--- src/rtl/cprg_pkg.sv ---
// constants and types for the clock, pll and reset generation block
// What this block does
// - PLL multiplies reference by firmware factor four through fifteen.
// - system clock bypasses PLL until configured and locked.
// - PLL output times PWM outputs and sources the DSP clock; the DSP divider here ticks on ref_clk.
// - PLL reference is the external reference clock input.
// - separate generators make DSP, S/PDIF, ADC and master clocks.
// - only firmware changes PLL and generator settings.
// - power-on pulse on each rise of PLL supply past threshold.
// - power-on reset drives reset output pin low.
// - core or PWM rail brown-out drives reset output pin low.
// - internal reset from low external reset input or power-on pulse.
// - counter stretches internal reset after external reset release.
// - 3.3V or 1.8V brown-out holds internal reset until both safe.
// - brown-out while running forces safe amplifier shutdown.
// - in reset all resets active, oscillator runs, PLL disabled.
// - on external reset release capture boot pins, then start boot.
package cprg_pkg;

	// ----------------------------------------------------------------
	// pll and clock generators
	// ----------------------------------------------------------------
	localparam int MULT_W = 4;
	localparam logic [3:0] MULT_MIN = 4'h4;
	localparam logic [3:0] MULT_MAX = 4'hF;
	localparam logic [3:0] MULT_RST = 4'h4;
	localparam int DIV_W = 8;
	localparam logic [7:0] DIV_RST = 8'h01;
	localparam int BOOT_W = 4;

	// ----------------------------------------------------------------
	// timing
	// ----------------------------------------------------------------
	localparam int CLK_PERIOD_NS = 50;
	localparam int POR_PULSE_NS = 1000;
	localparam int POR_PULSE_CYC = (POR_PULSE_NS + CLK_PERIOD_NS - 1) / CLK_PERIOD_NS;
	localparam int STRETCH_DEFAULT = 1024;
	localparam int CNT_W = 16;

	// ----------------------------------------------------------------
	// states
	// ----------------------------------------------------------------
	typedef enum logic [1:0] {
		CPRG_RS_HOLD = 2'h0,
		CPRG_RS_STRETCH = 2'h1,
		CPRG_RS_RUN = 2'h3
	} cprg_rst_state_t;

	typedef enum logic [1:0] {
		CPRG_PLL_OFF = 2'h0,
		CPRG_PLL_WAIT = 2'h1,
		CPRG_PLL_LOCKED = 2'h3
	} cprg_pll_state_t;

endpackage

--- src/rtl/cprg_clkdiv.sv ---
// programmable clock generator: square wave of period 2*ratio cycles
`timescale 1ns/10ps
module cprg_clkdiv (
	// clock and reset
	input wire logic ref_clk,
	input wire logic rst_b,
	// control
	input wire logic run,
	input wire logic [cprg_pkg::DIV_W-1:0] ratio,
	// generated clock
	output logic clk_out
);

	logic [cprg_pkg::DIV_W-1:0] cnt;

	// held low while stopped or ratio is zero, so no runt pulses leak out
	always_ff @(posedge ref_clk) begin
		if (!rst_b || !run || ratio == '0) begin
			cnt <= '0;
			clk_out <= 1'b0;
		end else if (cnt >= ratio - cprg_pkg::DIV_RST) begin
			cnt <= '0;
			clk_out <= !clk_out;
		end else begin
			cnt <= cnt + cprg_pkg::DIV_RST;
		end
	end

endmodule

--- src/rtl/cprg_sync2.sv ---
// two-stage level synchroniser, one per bit
`timescale 1ns/10ps
module cprg_sync2 #(
	parameter int W = 1,
	parameter logic [W-1:0] RST_VAL = '0
) (
	// clock and reset
	input wire logic ref_clk,
	input wire logic rst_b,
	// levels
	input wire logic [W-1:0] d,
	output logic [W-1:0] q
);

	logic [W-1:0] meta;

	// first stage feeds only the second stage
	genvar i;
	generate
		for (i = 0; i < W; i++) begin : g_bit
			always_ff @(posedge ref_clk) begin
				if (!rst_b) begin
					meta[i] <= RST_VAL[i];
					q[i] <= RST_VAL[i];
				end else begin
					meta[i] <= d[i];
					q[i] <= meta[i];
				end
			end
		end
	endgenerate

endmodule

--- src/rtl/cprg_top.sv ---
// clock, pll control and system reset generation top
`timescale 1ns/10ps
module cprg_top #(
	parameter int unsigned STRETCH_CYCLES = cprg_pkg::STRETCH_DEFAULT
) (
	// clock and block reset
	input wire logic ref_clk,
	input wire logic rst_b,
	// board reset and supply sensors
	input wire logic system_reset_in_n,
	input wire logic pll_supply_ok,
	input wire logic core_supply_ok,
	input wire logic io_supply_ok,
	input wire logic pwm_supply_ok,
	// boot selection pins
	input wire logic [cprg_pkg::BOOT_W-1:0] boot_pins,
	// firmware configuration
	input wire logic cfg_load,
	input wire logic cfg_pll_en,
	input wire logic [cprg_pkg::MULT_W-1:0] cfg_pll_mult,
	input wire logic [cprg_pkg::DIV_W-1:0] cfg_dsp_div,
	input wire logic [cprg_pkg::DIV_W-1:0] cfg_spdif_div,
	input wire logic [cprg_pkg::DIV_W-1:0] cfg_adc_div,
	input wire logic [cprg_pkg::DIV_W-1:0] cfg_mclk_div,
	// analog pll macro
	input wire logic pll_lock,
	output logic pll_enable,
	output logic [cprg_pkg::MULT_W-1:0] pll_mult,
	output logic sys_clk_sel,
	output logic pwm_clk_sel,
	// resets and boot
	output logic reset_out_pin_n,
	output logic sys_reset_n,
	output logic [cprg_pkg::BOOT_W-1:0] boot_mode,
	output logic boot_start,
	output logic amp_shutdown,
	// generated clocks
	output logic dsp_clk,
	output logic spdif_clk,
	output logic adc_clk,
	output logic mclk_out
);

	// ----------------------------------------------------------------
	// input synchronisers
	// ----------------------------------------------------------------
	logic s_ext_n;
	logic s_pll_ok;
	logic s_core_ok;
	logic s_io_ok;
	logic s_pwm_ok;
	logic s_lock;

	// supplies read as bad until sampled, so reset holds from power-up
	cprg_sync2 #(
		.W(6),
		.RST_VAL(6'h00)
	) u_sync (
		.ref_clk(ref_clk),
		.rst_b(rst_b),
		.d({system_reset_in_n, pll_supply_ok, core_supply_ok, io_supply_ok, pwm_supply_ok, pll_lock}),
		.q({s_ext_n, s_pll_ok, s_core_ok, s_io_ok, s_pwm_ok, s_lock})
	);

	// ----------------------------------------------------------------
	// power-on pulse and brown-out
	// ----------------------------------------------------------------
	logic pll_ok_d;
	logic [cprg_pkg::CNT_W-1:0] por_cnt;
	logic por_active;
	logic bo_hold;
	logic reset_req;

	always_ff @(posedge ref_clk) begin
		if (!rst_b) begin
			pll_ok_d <= 1'b0;
			por_cnt <= '0;
		end else begin
			pll_ok_d <= s_pll_ok;
			if (s_pll_ok && !pll_ok_d) begin
				por_cnt <= cprg_pkg::CNT_W'(cprg_pkg::POR_PULSE_CYC);
			end else if (por_cnt != '0) begin
				por_cnt <= por_cnt - cprg_pkg::CNT_W'(1);
			end
		end
	end

	// a drooped pll supply counts as power-on reset until the next rise pulse ends
	// the rise cycle itself counts too, before the counter loads, so the pin never blips high
	assign por_active = (por_cnt != '0) || !s_pll_ok || !pll_ok_d;
	assign bo_hold = !s_core_ok || !s_io_ok;
	assign reset_req = !s_ext_n || por_active || bo_hold;

	always_ff @(posedge ref_clk) begin
		if (!rst_b) begin
			reset_out_pin_n <= 1'b0;
		end else begin
			reset_out_pin_n <= !(por_active || !s_core_ok || !s_pwm_ok);
		end
	end

	// ----------------------------------------------------------------
	// reset sequencer
	// ----------------------------------------------------------------
	cprg_pkg::cprg_rst_state_t state;
	cprg_pkg::cprg_rst_state_t next_state;
	logic [cprg_pkg::CNT_W-1:0] stretch_cnt;

	always_comb begin
		next_state = state;
		unique case (state)
			cprg_pkg::CPRG_RS_HOLD: begin
				if (!reset_req) begin
					next_state = cprg_pkg::CPRG_RS_STRETCH;
				end
			end
			cprg_pkg::CPRG_RS_STRETCH: begin
				if (reset_req) begin
					next_state = cprg_pkg::CPRG_RS_HOLD;
				end else if (stretch_cnt == cprg_pkg::CNT_W'(STRETCH_CYCLES - 1)) begin
					next_state = cprg_pkg::CPRG_RS_RUN;
				end
			end
			cprg_pkg::CPRG_RS_RUN: begin
				if (reset_req) begin
					next_state = cprg_pkg::CPRG_RS_HOLD;
				end
			end
			default: begin
				next_state = cprg_pkg::CPRG_RS_HOLD;
			end
		endcase
	end

	always_ff @(posedge ref_clk) begin
		if (!rst_b) begin
			state <= cprg_pkg::CPRG_RS_HOLD;
			stretch_cnt <= '0;
			sys_reset_n <= 1'b0;
			boot_start <= 1'b0;
		end else begin
			state <= next_state;
			stretch_cnt <= (state == cprg_pkg::CPRG_RS_STRETCH) ? stretch_cnt + cprg_pkg::CNT_W'(1) : '0;
			sys_reset_n <= (next_state == cprg_pkg::CPRG_RS_RUN);
			boot_start <= (state == cprg_pkg::CPRG_RS_STRETCH) && (next_state == cprg_pkg::CPRG_RS_RUN);
		end
	end

	// ----------------------------------------------------------------
	// boot mode capture and amplifier shutdown
	// ----------------------------------------------------------------
	logic ext_d;

	always_ff @(posedge ref_clk) begin
		if (!rst_b) begin
			ext_d <= 1'b0;
			boot_mode <= '0;
		end else begin
			ext_d <= s_ext_n;
			if (s_ext_n && !ext_d) begin
				boot_mode <= boot_pins;
			end
		end
	end

	// latched so a brief droop cannot let switching resume before reboot
	always_ff @(posedge ref_clk) begin
		if (!rst_b) begin
			amp_shutdown <= 1'b0;
		end else if (state == cprg_pkg::CPRG_RS_RUN && (!s_core_ok || !s_pwm_ok || !s_io_ok)) begin
			amp_shutdown <= 1'b1;
		end else if (boot_start) begin
			amp_shutdown <= 1'b0;
		end
	end

	// ----------------------------------------------------------------
	// firmware configuration
	// ----------------------------------------------------------------
	logic pll_en_req;
	logic mult_change;
	logic [cprg_pkg::DIV_W-1:0] dsp_div;
	logic [cprg_pkg::DIV_W-1:0] spdif_div;
	logic [cprg_pkg::DIV_W-1:0] adc_div;
	logic [cprg_pkg::DIV_W-1:0] mclk_div;
	logic mult_ok;

	assign mult_ok = cfg_pll_mult >= cprg_pkg::MULT_MIN && cfg_pll_mult <= cprg_pkg::MULT_MAX;

	// settings move only on a firmware load or return to defaults under internal reset; factors out of range are dropped
	always_ff @(posedge ref_clk) begin
		if (!rst_b || !sys_reset_n) begin
			pll_en_req <= 1'b0;
			pll_mult <= cprg_pkg::MULT_RST;
			mult_change <= 1'b0;
			dsp_div <= cprg_pkg::DIV_RST;
			spdif_div <= cprg_pkg::DIV_RST;
			adc_div <= cprg_pkg::DIV_RST;
			mclk_div <= cprg_pkg::DIV_RST;
		end else begin
			mult_change <= 1'b0;
			if (cfg_load) begin
				pll_en_req <= cfg_pll_en;
				dsp_div <= cfg_dsp_div;
				spdif_div <= cfg_spdif_div;
				adc_div <= cfg_adc_div;
				mclk_div <= cfg_mclk_div;
				if (mult_ok) begin
					pll_mult <= cfg_pll_mult;
					mult_change <= (cfg_pll_mult != pll_mult);
				end
			end
		end
	end

	// ----------------------------------------------------------------
	// pll lock sequencing
	// ----------------------------------------------------------------
	cprg_pkg::cprg_pll_state_t pll_state;
	cprg_pkg::cprg_pll_state_t next_pll_state;

	// reference for the analog pll is ref_clk itself, from the reference pin
	always_comb begin
		next_pll_state = pll_state;
		unique case (pll_state)
			cprg_pkg::CPRG_PLL_OFF: begin
				if (pll_en_req) begin
					next_pll_state = cprg_pkg::CPRG_PLL_WAIT;
				end
			end
			cprg_pkg::CPRG_PLL_WAIT: begin
				if (!pll_en_req) begin
					next_pll_state = cprg_pkg::CPRG_PLL_OFF;
				end else if (s_lock && !mult_change) begin
					next_pll_state = cprg_pkg::CPRG_PLL_LOCKED;
				end
			end
			cprg_pkg::CPRG_PLL_LOCKED: begin
				if (!pll_en_req) begin
					next_pll_state = cprg_pkg::CPRG_PLL_OFF;
				end else if (!s_lock || mult_change) begin
					next_pll_state = cprg_pkg::CPRG_PLL_WAIT;
				end
			end
			default: begin
				next_pll_state = cprg_pkg::CPRG_PLL_OFF;
			end
		endcase
		if (next_state != cprg_pkg::CPRG_RS_RUN) begin
			next_pll_state = cprg_pkg::CPRG_PLL_OFF;
		end
	end

	always_ff @(posedge ref_clk) begin
		if (!rst_b) begin
			pll_state <= cprg_pkg::CPRG_PLL_OFF;
			pll_enable <= 1'b0;
			sys_clk_sel <= 1'b0;
			pwm_clk_sel <= 1'b0;
		end else begin
			pll_state <= next_pll_state;
			pll_enable <= (next_pll_state != cprg_pkg::CPRG_PLL_OFF);
			sys_clk_sel <= (next_pll_state == cprg_pkg::CPRG_PLL_LOCKED);
			pwm_clk_sel <= (next_pll_state == cprg_pkg::CPRG_PLL_LOCKED);
		end
	end

	// ----------------------------------------------------------------
	// clock generators
	// ----------------------------------------------------------------
	// dividers tick on ref_clk here; in silicon the same logic sits on the selected source
	cprg_clkdiv u_dsp (
		.ref_clk(ref_clk),
		.rst_b(rst_b),
		.run(sys_reset_n),
		.ratio(dsp_div),
		.clk_out(dsp_clk)
	);

	cprg_clkdiv u_spdif (
		.ref_clk(ref_clk),
		.rst_b(rst_b),
		.run(sys_reset_n),
		.ratio(spdif_div),
		.clk_out(spdif_clk)
	);

	cprg_clkdiv u_adc (
		.ref_clk(ref_clk),
		.rst_b(rst_b),
		.run(sys_reset_n),
		.ratio(adc_div),
		.clk_out(adc_clk)
	);

	cprg_clkdiv u_mclk (
		.ref_clk(ref_clk),
		.rst_b(rst_b),
		.run(sys_reset_n),
		.ratio(mclk_div),
		.clk_out(mclk_out)
	);
endmodule

--- config.mk ---
export PLATFORM = sky130hd
export DESIGN_NAME = cprg_top
export DESIGN_NICKNAME = d
export VERILOG_FILES = /design/src/rtl/cprg_pkg.sv /design/src/rtl/cprg_clkdiv.sv /design/src/rtl/cprg_sync2.sv /design/src/rtl/cprg_top.sv
export SDC_FILE = /design/constraint.sdc
export NUM_CORES = 1
export LEC_CHECK = 0
export ABC_AREA = 0
export BUFFER_PORTS_ARGS = -buffer_cell sky130_fd_sc_hd__buf_2
export CORE_AREA = 2 2 108 110
export CTS_CLUSTER_SIZE = 24
export DETAILED_ROUTE_END_ITERATION = 6
export DIE_AREA = 0 0 110 112
export HOLD_SLACK_MARGIN = 0.02
export PLACE_DENSITY = 0.78
export SLEW_MARGIN = 20
export SYNTH_ARGS = -nofsm -noshare
export SYNTH_HDL_FRONTEND = slang
export SYNTH_SLANG_ARGS = --single-unit
--- constraint.sdc ---
create_clock -name ref_clk -period 3.6 [get_ports ref_clk]
set_input_delay 0 -clock ref_clk [delete_from_list [all_inputs] [get_ports ref_clk]]
set_output_delay 0 -clock ref_clk [all_outputs]
set_load 0.05 [all_outputs]
==> results of run 1 <==
## timing repair
| action | CTS | global route |
|---|---|---|
| endpoints found under the hold margin | 47 | 0 |
| gates resized for setup | 0 | 0 |
| hold buffers | 52 | 0 |
| setup endpoints to repair | 0 | 0 |
## power groups by stage
stage	registers [mW]	clock network, mW	logic, mW
final	1.64	1.92	0.743
after global routing	1.65	1.99	0.817
after CTS	1.63	1.94	0.728
after detailed placement	1.66	0	0.684
after global placement	1.66	0	0.653
after floorplan	1.65	0	0.555
## through the flow
stage	utilization, %	instance area, um^2	hold slack (ns)	power [mW]
floorplan	-	6390	0.122	2.21
global placement	61.2	6840	0.210	2.31
detailed placement	61.2	6840	0.209	2.35
CTS	71.8	8020	0.0318	4.30
global route	71.8	8020	0.0843	4.46
finish	71.8	8020	0.0563	4.30
## flip-flops by register name, summed over array words and instances (netlist names), 8 cells and up
register,count
dsp_div,8
u_mclk.cnt,8
adc_div,8
u_adc.cnt,8
spdif_div,8
u_dsp.cnt,8
u_spdif.cnt,8
por_cnt,16
mclk_div,8
stretch_cnt,16
## worst max-delay path, delay by kind of cell (launching register included)
kind | cells | cell delay [ns]
flops | 1 | 0.35
fa+ha+maj | 1 | 0.31
simple gates | 4 | 0.77
compound gates | 1 | 0.84
xor+xnor | 1 | 0.15
## routing by layer
| metal | wire [um] | share of wire [%] | global-route usage (%) |
|---|---|---|---|
| met1 | 6470 | 43 | 30.3 |
| met2 | 7690 | 51 | 44.7 |
| met3 | 564 | 3.8 | 5.85 |
| met4 | 289 | 1.9 | 9.28 |
| met5 | 0 | 0 | 0 |
## worst max path at each step
stage	endpoint	slack (ns)	depth (start not counted)
6_report	u_mclk.cnt[3]$_SDFF_PP0_	1.02	7
3_5_place_dp	u_mclk.cnt[5]$_SDFF_PP0_	1.07	8
2_1_floorplan	u_spdif.clk_out$_SDFFE_PP0P_	1.06	7
3_3_place_gp	u_mclk.cnt[3]$_SDFF_PP0_	1.23	7
4_1_cts	u_mclk.cnt[3]$_SDFF_PP0_	1.04	8
5_1_grt	u_mclk.cnt[3]$_SDFF_PP0_	0.72	7
## cells in the final DEF (no fill, tap or decap), drive strengths merged, types with 31 or more instances in the layout
| cell type | Yosys | final |
|---|---|---|
| dfxtp | 134 | 134 |
| nor2 | 87 | 87 |
| buf | 7 | 73 |
| dlygate4sd3 | 0 | 52 |
| ha | 47 | 47 |
| nor3 | 46 | 46 |
| mux2i | 41 | 41 |
| nand2 | 39 | 39 |
| xor2 | 34 | 34 |
| inv | 31 | 33 |
| xnor2 | 31 | 31 |
## cell families after synthesis
kind of cell | after synthesis | synth area share (%)
DFF | 134 | 42.0
muxes | 44 | 6.95
AOI/OAI and AO/OA | 65 | 7.05
and+or+nand+nor | 288 | 22.5
buffers and inverters | 57 | 3.45
adders and majority gates | 47 | 9.20
xor gates and xnor gates | 65 | 8.91
## area by class of cell
class                      instances  area (um^2)
fill                             782         3160
clock inverter                    15          228
multi-input combinational        509         3490
timing repair buffer             125          898
clock buffer                      17          425
sequential                       134         2680
tap                              143          179
inverter                          31          116
==> reports/results.ini, run 1 <==
[clocking]
cts-root-buf = clkbuf_16
path_clk_slew_ns = 0.06
htree_levels = 4
clk_latency_ns = 0.42
cts_setup_buffers = 0
tritoncts = done
cts_buffer_depth = 2
clkSinkCount = 134
cts_buffers = 17

[hold_path]
hold_end = por_cnt[2]$_SDFFE_PN0P_
hp-start = rst_b
hp-class = primary input to flip-flop
hold_path_depth = 2

[synth]
synth.ff_latch_count = 134
yosys_warnings = 0
async_flop_share_pct = 0
synth.most_common_cell = dfxtp_1
syn_area_mm2 = 0.00639
synth_top_area_share_pct = 42.0
synth_edf_count = 0
synth_ff_type = dfxtp_1
yosys-top-cells-count = dfxtp_1, nor2_1, ha_1, nor3_1, mux2i_1
synth_cell_types = 50
synthCells = 700
synth_area_leaders = dfxtp_1, ha_1, mux2i_1
avgSynthCellArea_um2 = 9.13
yosys.area.top_type = dfxtp_1
yosysSeqAreaShare_pct = 42.0
mappedNetlistNets = 797

[power]
p_seq_share_pct = 38.1
swShare_pct = 27.8
ir_drop_uv = 454
power_density_mw_per_mm2 = 536
power_switching_mw = 1.19
leakage_nw = 3.18
pwr-share-comb_pct = 17.3
clkPwrFrac_pct = 44.6
p_int_mw = 3.10

[global_routing]
grt_pass1_vias = 5571
grt_pass1_wl_mm = 25.3
grt_overflow = 0
grt_util_all_layers_pct = 25.7
grt_max_degree = 42
antenna_found_initial = 0

[setup_path]
crit_top_cell = nand4_1
r2r_setup_slack_ns = 1.02
required_ns = 3.87
cp_data_arrival_time_ns = 2.85
crit_path_start = mclk_div[3]$_SDFFE_PP0P_
r2r_start = mclk_div[3]$_SDFFE_PP0P_
cp-end-kind = flip-flop
crit_type = flip-flop to flip-flop
path_cells = nor3_1, nand4_1, xnor2_1, ha_1, nand4_1, o311ai_1, nor2_1
max_stage_delay_ns = 0.84
rr_worst_depth = 7
path_max_fanout = 8
slowest_stage = o311ai_1
r2r-end = u_mclk.cnt[3]$_SDFF_PP0_
cp-start-kind = flip-flop

[timing]
tightest_slew_ns = 0.944
rsz0062_at_grt = false
drv_slew = 0
min_period_ns = 2.58
setup_viol = 0
period_share_pct = 71.5
relSlewSlack_pct = 36.1
fmax_mhz = 388
worst_clock_skew_ns = 0.00889
setup_tns_ns = 0
fin_ws_ns = 1.02
finalHoldViolations = 0

[finish]
finalNetCount = 915
drive_gt1_share_pct = 13.7
diodes = 0
finalNonFillerCells = 974
areaGrowthSynthToFinish_pct = 25.5

[floorplan]
die_x_um = 110
core_mm2 = 0.0112
start_util_pct = 57.2
dieArea_mm2 = 0.0123
num_rows = 39
die_y_um = 112
io_pins = 69

[placement]
gp_congestion = 0.858
dp_cells = 890
io_buffer_count = 68
place_ws_ns = 1.07
hpwl_mm = 9.52

[detailed_routing]
drt_iter0_markers = 242
first_pass_iters = 5
vias = 5396
wl_mm = 15.0
route.detailed.drc = 0
detail-route-antenna-nets = 0
wl_per_cell_um = 15.4
avgViaCountPerCell = 5.54

[status]
status = finished clean

[job]
drv_cap = 0

Power figures use the tool's default switching activity.
==> run 2, diff against run 1 <==
Settings changed: ABC_AREA 0 to 1, CORE_AREA 2 2 108 110 to 2 2 109 111, DIE_AREA 0 0 110 112 to 0 0 111 113, PLACE_DENSITY 0.78 to 0.79.
Clock period 3.6 ns to 2.5 ns, I/O delays scaled along.
==> run 2 against run 1 <==
- first-iteration DRC count up 38%
- largest power group unchanged
- clock skew fell by 0.0024 ns
- sequential cell count stayed put
- critical path type unchanged
- synthesized cell count grew 22%
- largest cell class unchanged
==> reports/results.ini, run 2 <==
[synth]
yosys.area.top_type = dfxtp_1
synth_ff_type = dfxtp_1
async_flop_share_pct = 0  ; unchanged
synthCells = 855  ; +22%
synth_top_area_share_pct = 40.8  ; -1.2 points
synth.most_common_cell = nand2_1
synth_cell_types = 40  ; -20%
yosys-top-cells-count = nand2_1, dfxtp_1, nor2_1, inv_1, a21oi_1
synth_edf_count = 0  ; unchanged
avgSynthCellArea_um2 = 7.69  ; -16%
synth_area_leaders = dfxtp_1, nand2_1, ha_1
mappedNetlistNets = 952  ; +19%
yosys_warnings = 0  ; unchanged
syn_area_mm2 = 0.00658  ; +2.9%
synth.ff_latch_count = 134  ; unchanged
yosysSeqAreaShare_pct = 40.8  ; -1.2 points

[setup_path]
r2r_start = dsp_div[2]$_SDFFE_PP0P_
required_ns = 2.86  ; -1.01 ns
cp-end-kind = flip-flop
path_max_fanout = 8  ; unchanged
max_stage_delay_ns = 0.36  ; -0.48 ns
path_cells = nor2_2, nand4_1, nor3_1, xnor2_1, ha_1, a21o_1, nor2_1, nand3_1, or2_4, nor2_2
crit_top_cell = nor2_2
cp_top_family = simple AND/OR/NAND/NOR gates
slowest_stage = dfxtp_1
cp_data_arrival_time_ns = 2.63  ; -0.22 ns
cp-start-kind = flip-flop
crit_path_start = dsp_div[2]$_SDFFE_PP0P_
crit_buf_inv = 0  ; unchanged
crit_type = flip-flop to flip-flop

[finish]
seq_area_mm2 = 0.00268  ; unchanged
nFillCells = 820  ; +4.9%
fin_util_pct = 72.8  ; +1.0 points
multi_input_area_mm2 = 0.00343  ; -1.7%
mostFrequentLayoutCell = nand2_1
layout_common_cells = nand2_1, dfxtp_1, nor2_1
drive_gt1_share_pct = 15.6  ; +1.9 points
finalNetCount = 1077  ; +18%
finalNonFillerCells = 1137  ; +17%
areaGrowthSynthToFinish_pct = 24.7
reg_top3 = por_cnt x16, stretch_cnt x16

[placement]
io_buffer_count = 68  ; unchanged
hpwl_mm = 9.46  ; -0.55%
dp_cells = 1055  ; +19%
gp_congestion = 0.856  ; -0.17%

[clocking]
path_clk_slew_ns = 0.06  ; about the same
htree_levels = 4  ; unchanged
clkSinkCount = 134  ; unchanged
cts-root-buf = clkbuf_16
cts_buffer_depth = 2  ; unchanged
clk_latency_ns = 0.42  ; about the same
tritoncts = done
cts_buffers = 17  ; unchanged

[floorplan]
start_util_pct = 58.4  ; +1.2 points
io_pins = 69  ; unchanged
num_rows = 39  ; unchanged
dieArea_mm2 = 0.0125  ; +1.8%
die_x_um = 111  ; +0.91%
die_y_um = 113  ; +0.89%
core_mm2 = 0.0113  ; +0.87%

[timing]
period_share_pct = 91.0  ; +20 points
setup_viol = 0  ; unchanged
worst_clock_skew_ns = 0.00644  ; -0.00244 ns
min_period_ns = 2.28  ; -0.299 ns
relSlewSlack_pct = 50.0  ; +14 points
setup_tns_ns = 0  ; unchanged
fmax_mhz = 439  ; +13%
rsz0062_at_grt = false
finalHoldViolations = 0  ; unchanged
drv_slew = 0  ; unchanged
tightest_slew_ns = 0.749  ; -0.195 ns

[job]
drv_cap = 0  ; unchanged

[global_routing]
grt_max_degree = 29  ; -31%
grt_overflow = 0  ; unchanged
grt_pass1_vias = 5822  ; +4.5%
grt_pass1_wl_mm = 25.6  ; +1.4%
antenna_found_initial = 1  ; +1
grt_util_all_layers_pct = 25.0  ; -0.69 points

[detailed_routing]
drt_iter0_markers = 334  ; +38%
route.detailed.drc = 0  ; unchanged
avgViaCountPerCell = 5.07  ; -8.4%
wl_mm = 15.2  ; +1.1%
wl_per_cell_um = 13.3  ; -13%
first_pass_iters = 4  ; -1
detail-route-antenna-nets = 0  ; unchanged
vias = 5769  ; +6.9%

[hold_path]
hp-class = primary input to flip-flop
hp-start = rst_b

[power]
ir_drop_uv = 724  ; +59%
leakage_nw = 3.64  ; +15%
power_density_mw_per_mm2 = 774  ; +44%

[status]
status = finished clean

-- run 2: cell types whose count changed after synthesis, sizes merged, moves of 29 or more --
cell	before	now
a21oi	19	57
inv	31	103
mux2i	41	0
nand2	39	173
nor2	87	145
nor3	46	17
-- run 2: path summary, 6_finish.rpt --
kind                                                end  slack, ns  cells after the start
worst min register to register   u_sync.q[1]$_SDFF_PN0_       0.41                      2
worst max register to register  u_dsp.cnt[4]$_SDFF_PP0_       0.22                     10
worst max-delay path            u_dsp.cnt[4]$_SDFF_PP0_       0.22                     10
worst min-delay path             u_sync.q[0]$_SDFF_PN0_       0.05                      4
-- run 2: layout make-up --
type | instances | area share [%]
inverter | 103 | 4.71
tap | 143 | 2.18
antenna | 1 | 0.0305
timing repair buffer | 122 | 10.6
sequential | 134 | 32.7
clock inverter | 13 | 2.47
clock buffer | 19 | 5.52
multi-input combinational | 602 | 41.8
-- run 2: cell families after synthesis --
kind of cell,share of synthesized area (%)
AOI/OAI and AO/OA,7.76
DFF,40.8
and+or+nand+nor,26.9
xor gates and xnor gates,8.52
buffers and inverters,7.15
adders and majority gates,8.94
-- run 2: timing repair --
action                                 4_1_cts  5_1_grt
endpoints found under the hold margin       47        0
setup endpoints to repair                    0       16
hold buffers                                48        0
resized for setup                            0        2
buffers inserted                             0        1
-- run 2: per-layer routing --
metal / global-route usage [%] / part of all wire (%) / wire length [um]
met1: 28.3 / 43 / 6540
met2: 46.4 / 51 / 7750
met3: 5.62 / 4.2 / 637
met4: 8.42 / 1.6 / 244
met5: 0 / 0 / 0
-- run 2: through the flow --
stage	hold WS [ns]	setup WS [ns]	area [um^2]	total power, mW
CTS	0.0347	0.0908	8190	6.35
finish	0.0467	0.224	8200	6.35
global placement	0.189	0.267	7050	3.51
detailed placement	0.189	0.193	7050	3.53
global route	0.0686	0.0483	8200	6.62
floorplan	0.0976	0.445	6580	3.33
-- run 2: tightest hold or removal path: cells and delay by family --
kind | cells | cell delay (ns)
simple gates | 1 | 0.07
buf+inv | 3 | 0.34
-- run 2: report_power, final --
| part | total [mW] | leakage [nW] | switching (mW) | internal, mW |
|---|---|---|---|---|
| Combinational | 1.23 | 2.23 | 0.736 | 0.497 |
| Sequential | 2.37 | 1.08 | 0.109 | 2.26 |
| Clock | 2.75 | 0.319 | 0.931 | 1.82 |
==> run 3, diff against run 2 <==
Settings changed: ABC_CLOCK_PERIOD_IN_PS from default to 1900, CORE_AREA 2 2 109 111 to 2 2 113 115, CTS_BUF_LIST from default to sky130_fd_sc_hd__clkbuf_8, DIE_AREA 0 0 111 113 to 0 0 115 117, PLACE_DENSITY 0.79 to 0.77.
Clock period 2.5 ns to 1.9 ns, I/O delays scaled along.
==> run 3 against run 2 <==
- the run now ends with setup timing left
- first-iteration DRC count decreased by 22%
- highest routed layer unchanged
- largest power group is now registers
- routed wire length up 3.5%
- largest cell class unchanged
- non-clock buffer count grew 62
- critical path depth stayed put
- combinational power rose by 27%
==> reports/results.ini, run 3 (same netlist as run 2, synthesis figures left out) <==
[status]
status = complete, but fails checks
violations = setup timing

[global_routing]
grt_pass1_vias = 5857  ; +0.60%
grt_pass1_wl_mm = 25.8  ; +0.78%
grt_util_all_layers_pct = 24.0  ; -0.93 points
antenna_found_initial = 0  ; -1
grt_max_degree = 29  ; unchanged
grt_overflow = 0  ; unchanged

[finish]
reg_top3 = por_cnt x16, stretch_cnt x16
areaGrowthSynthToFinish_pct = 33.3
drive_gt1_share_pct = 25.8  ; +10 points
layout_common_cells = nand2_1, dfxtp_1, nor2_1
finalNetCount = 1139  ; +5.8%
diodes = 0  ; -1
mostFrequentLayoutCell = nand2_1

[clocking]
path_clk_slew_ns = 0.08  ; +0.02 ns
clkSinkCount = 134  ; unchanged
tritoncts = done
cts_buffer_depth = 2  ; unchanged
htree_levels = 4  ; unchanged
cts-root-buf = clkbuf_8
clk_latency_ns = 0.46  ; +0.04 ns
cts_buffers = 17  ; unchanged

[job]
drv_cap = 0  ; unchanged

[timing]
drv_slew = 0  ; unchanged
worst_clock_skew_ns = 0.0100  ; +0.00356 ns
relSlewSlack_pct = 63.9  ; +14 points
tightest_slew_ns = 0.541  ; -0.208 ns
rsz0062_at_grt = true
setup_tns_ns = -3.62  ; -3.62 ns
period_share_pct = 110  ; +19 points
finalHoldViolations = 0  ; unchanged
fin_ws_ns = -0.181  ; -0.405 ns
setup_viol = 36  ; +36
min_period_ns = 2.08  ; -0.195 ns
fmax_mhz = 480  ; +9.3%

[floorplan]
io_pins = 69  ; unchanged
die_y_um = 117  ; +3.5%
die_x_um = 115  ; +3.6%
start_util_pct = 53.4  ; -4.9 points
dieArea_mm2 = 0.0135  ; +7.3%
num_rows = 41  ; +5.1%
core_mm2 = 0.0123  ; +9.2%

[power]
ir_drop_uv = 701  ; -3.3%
power_density_mw_per_mm2 = 817  ; +5.5%
totalPowerFinal_mw = 7.16  ; +13%
leakage_nw = 3.85  ; +5.8%

[setup_path]
path_max_fanout = 8  ; unchanged
r2r_setup_slack_ns = -0.18  ; -0.41 ns
r2r-end = u_dsp.cnt[1]$_SDFF_PP0_
cp_data_arrival_time_ns = 2.48  ; -0.15 ns
r2r_start = dsp_div[3]$_SDFFE_PP0P_
required_ns = 2.30  ; -0.56 ns
crit_type = flip-flop to flip-flop
cp-start-kind = flip-flop
rr_worst_depth = 10  ; unchanged
cp-end-kind = flip-flop

[detailed_routing]
wl_per_cell_um = 13.0  ; -2.3%
drt_iter0_markers = 261  ; -22%
first_pass_iters = 5  ; +1
avgViaCountPerCell = 5.02  ; -1.0%
vias = 6047  ; +4.8%
detail-route-antenna-nets = 0  ; unchanged
route.detailed.drc = 0  ; unchanged
wl_mm = 15.7  ; +3.5%

[hold_path]
hold_end = pll_en_req$_SDFFE_PP0P_
hp-class = primary input to flip-flop
hold_path_depth = 4  ; unchanged
hp-start = cfg_load

[placement]
io_buffer_count = 68  ; unchanged
gp_congestion = 0.833  ; -2.7%
hpwl_mm = 9.70  ; +2.5%

run 3: cell types whose count changed in the layout (fill, tap and decap cells not counted), moves of 12 or more:
cell	delta
buf_4	+47
dlygate4sd3_1	+13
nor2_1	-25
clkbuf_8	+17
clkbuf_16	-17
nor2_2	+12
nor2_4	+13
run 3: area by class of cell:
class / instances / area [um^2]
Timing Repair Buffer: 184 / 1370
Inverter: 103 / 387
Clock buffer: 19 / 262
Clock inverter: 12 / 153
Fill cell: 899 / 3540
Tap cell: 150 / 188
Multi-Input combinational cell: 602 / 3710
Sequential cell: 134 / 2690
run 3: per-layer routing:
metal	global-route usage [%]	part of all wire (%)	vias to the layer above
met2	42.9	49	151
met4	9.80	2.6	0
met5	0	0	-
met3	5.87	4.6	44
met1	27.7	44	2762
li1	-	-	3090
run 3: where the power goes:
part | internal (mW) | total [mW] | switching [mW]
Clock | 1.36 | 2.49 | 1.14
Sequential | 2.97 | 3.11 | 0.137
Combinational | 0.663 | 1.56 | 0.899
Total | 4.99 | 7.16 | 2.17
run 3: per-stage QoR:
stage               hold slack (ns)  util, %  instances  area, um^2  worst slack, ns
floorplan                    0.0976        -        855        6610          -0.0359
finish                       0.0727     71.2       1204        8770           -0.181
global route                 0.0814     71.2       1204        8770           -0.283
CTS                          0.0298     69.6       1202        8560          -0.0987
global placement              0.183     60.4       1109        7440           -0.137
detailed placement            0.191     60.4       1109        7440           -0.195
run 3: how the worst max path moves through the flow:
stage | start | endpoint | slack (ns)
after floorplan | dsp_div[2]$_SDFFE_PP0P_ | u_dsp.cnt[0]$_SDFF_PP0_ | -0.04
after global placement | dsp_div[0]$_SDFFE_PP1P_ | u_dsp.cnt[6]$_SDFF_PP0_ | -0.14
after detailed placement | adc_div[0]$_SDFFE_PP1P_ | u_adc.cnt[5]$_SDFF_PP0_ | -0.20
after CTS | dsp_div[2]$_SDFFE_PP0P_ | u_dsp.cnt[1]$_SDFF_PP0_ | -0.1
after global routing | dsp_div[2]$_SDFFE_PP0P_ | u_dsp.cnt[7]$_SDFF_PP0_ | -0.28
final | dsp_div[3]$_SDFFE_PP0P_ | u_dsp.cnt[1]$_SDFF_PP0_ | -0.18
run 3: what timing repair did:
action,CTS,global route
pin swaps,22,20
resized for setup,29,53
setup endpoints to repair,36,36
endpoints found under the hold margin,56,0
buffers inserted,2,3
hold buffers,61,0
run 3: worst max-delay path: stages (launching register included):
cell	delay, ns
dfxtp_1	0.35
nor2_4	0.11
nand4_1	0.16
nor3_2	0.16
xnor2_1	0.14
ha_1	0.28
a21o_1	0.18
nor2_2	0.14
nand3_2	0.09
or2_4	0.31
nor2_2	0.10
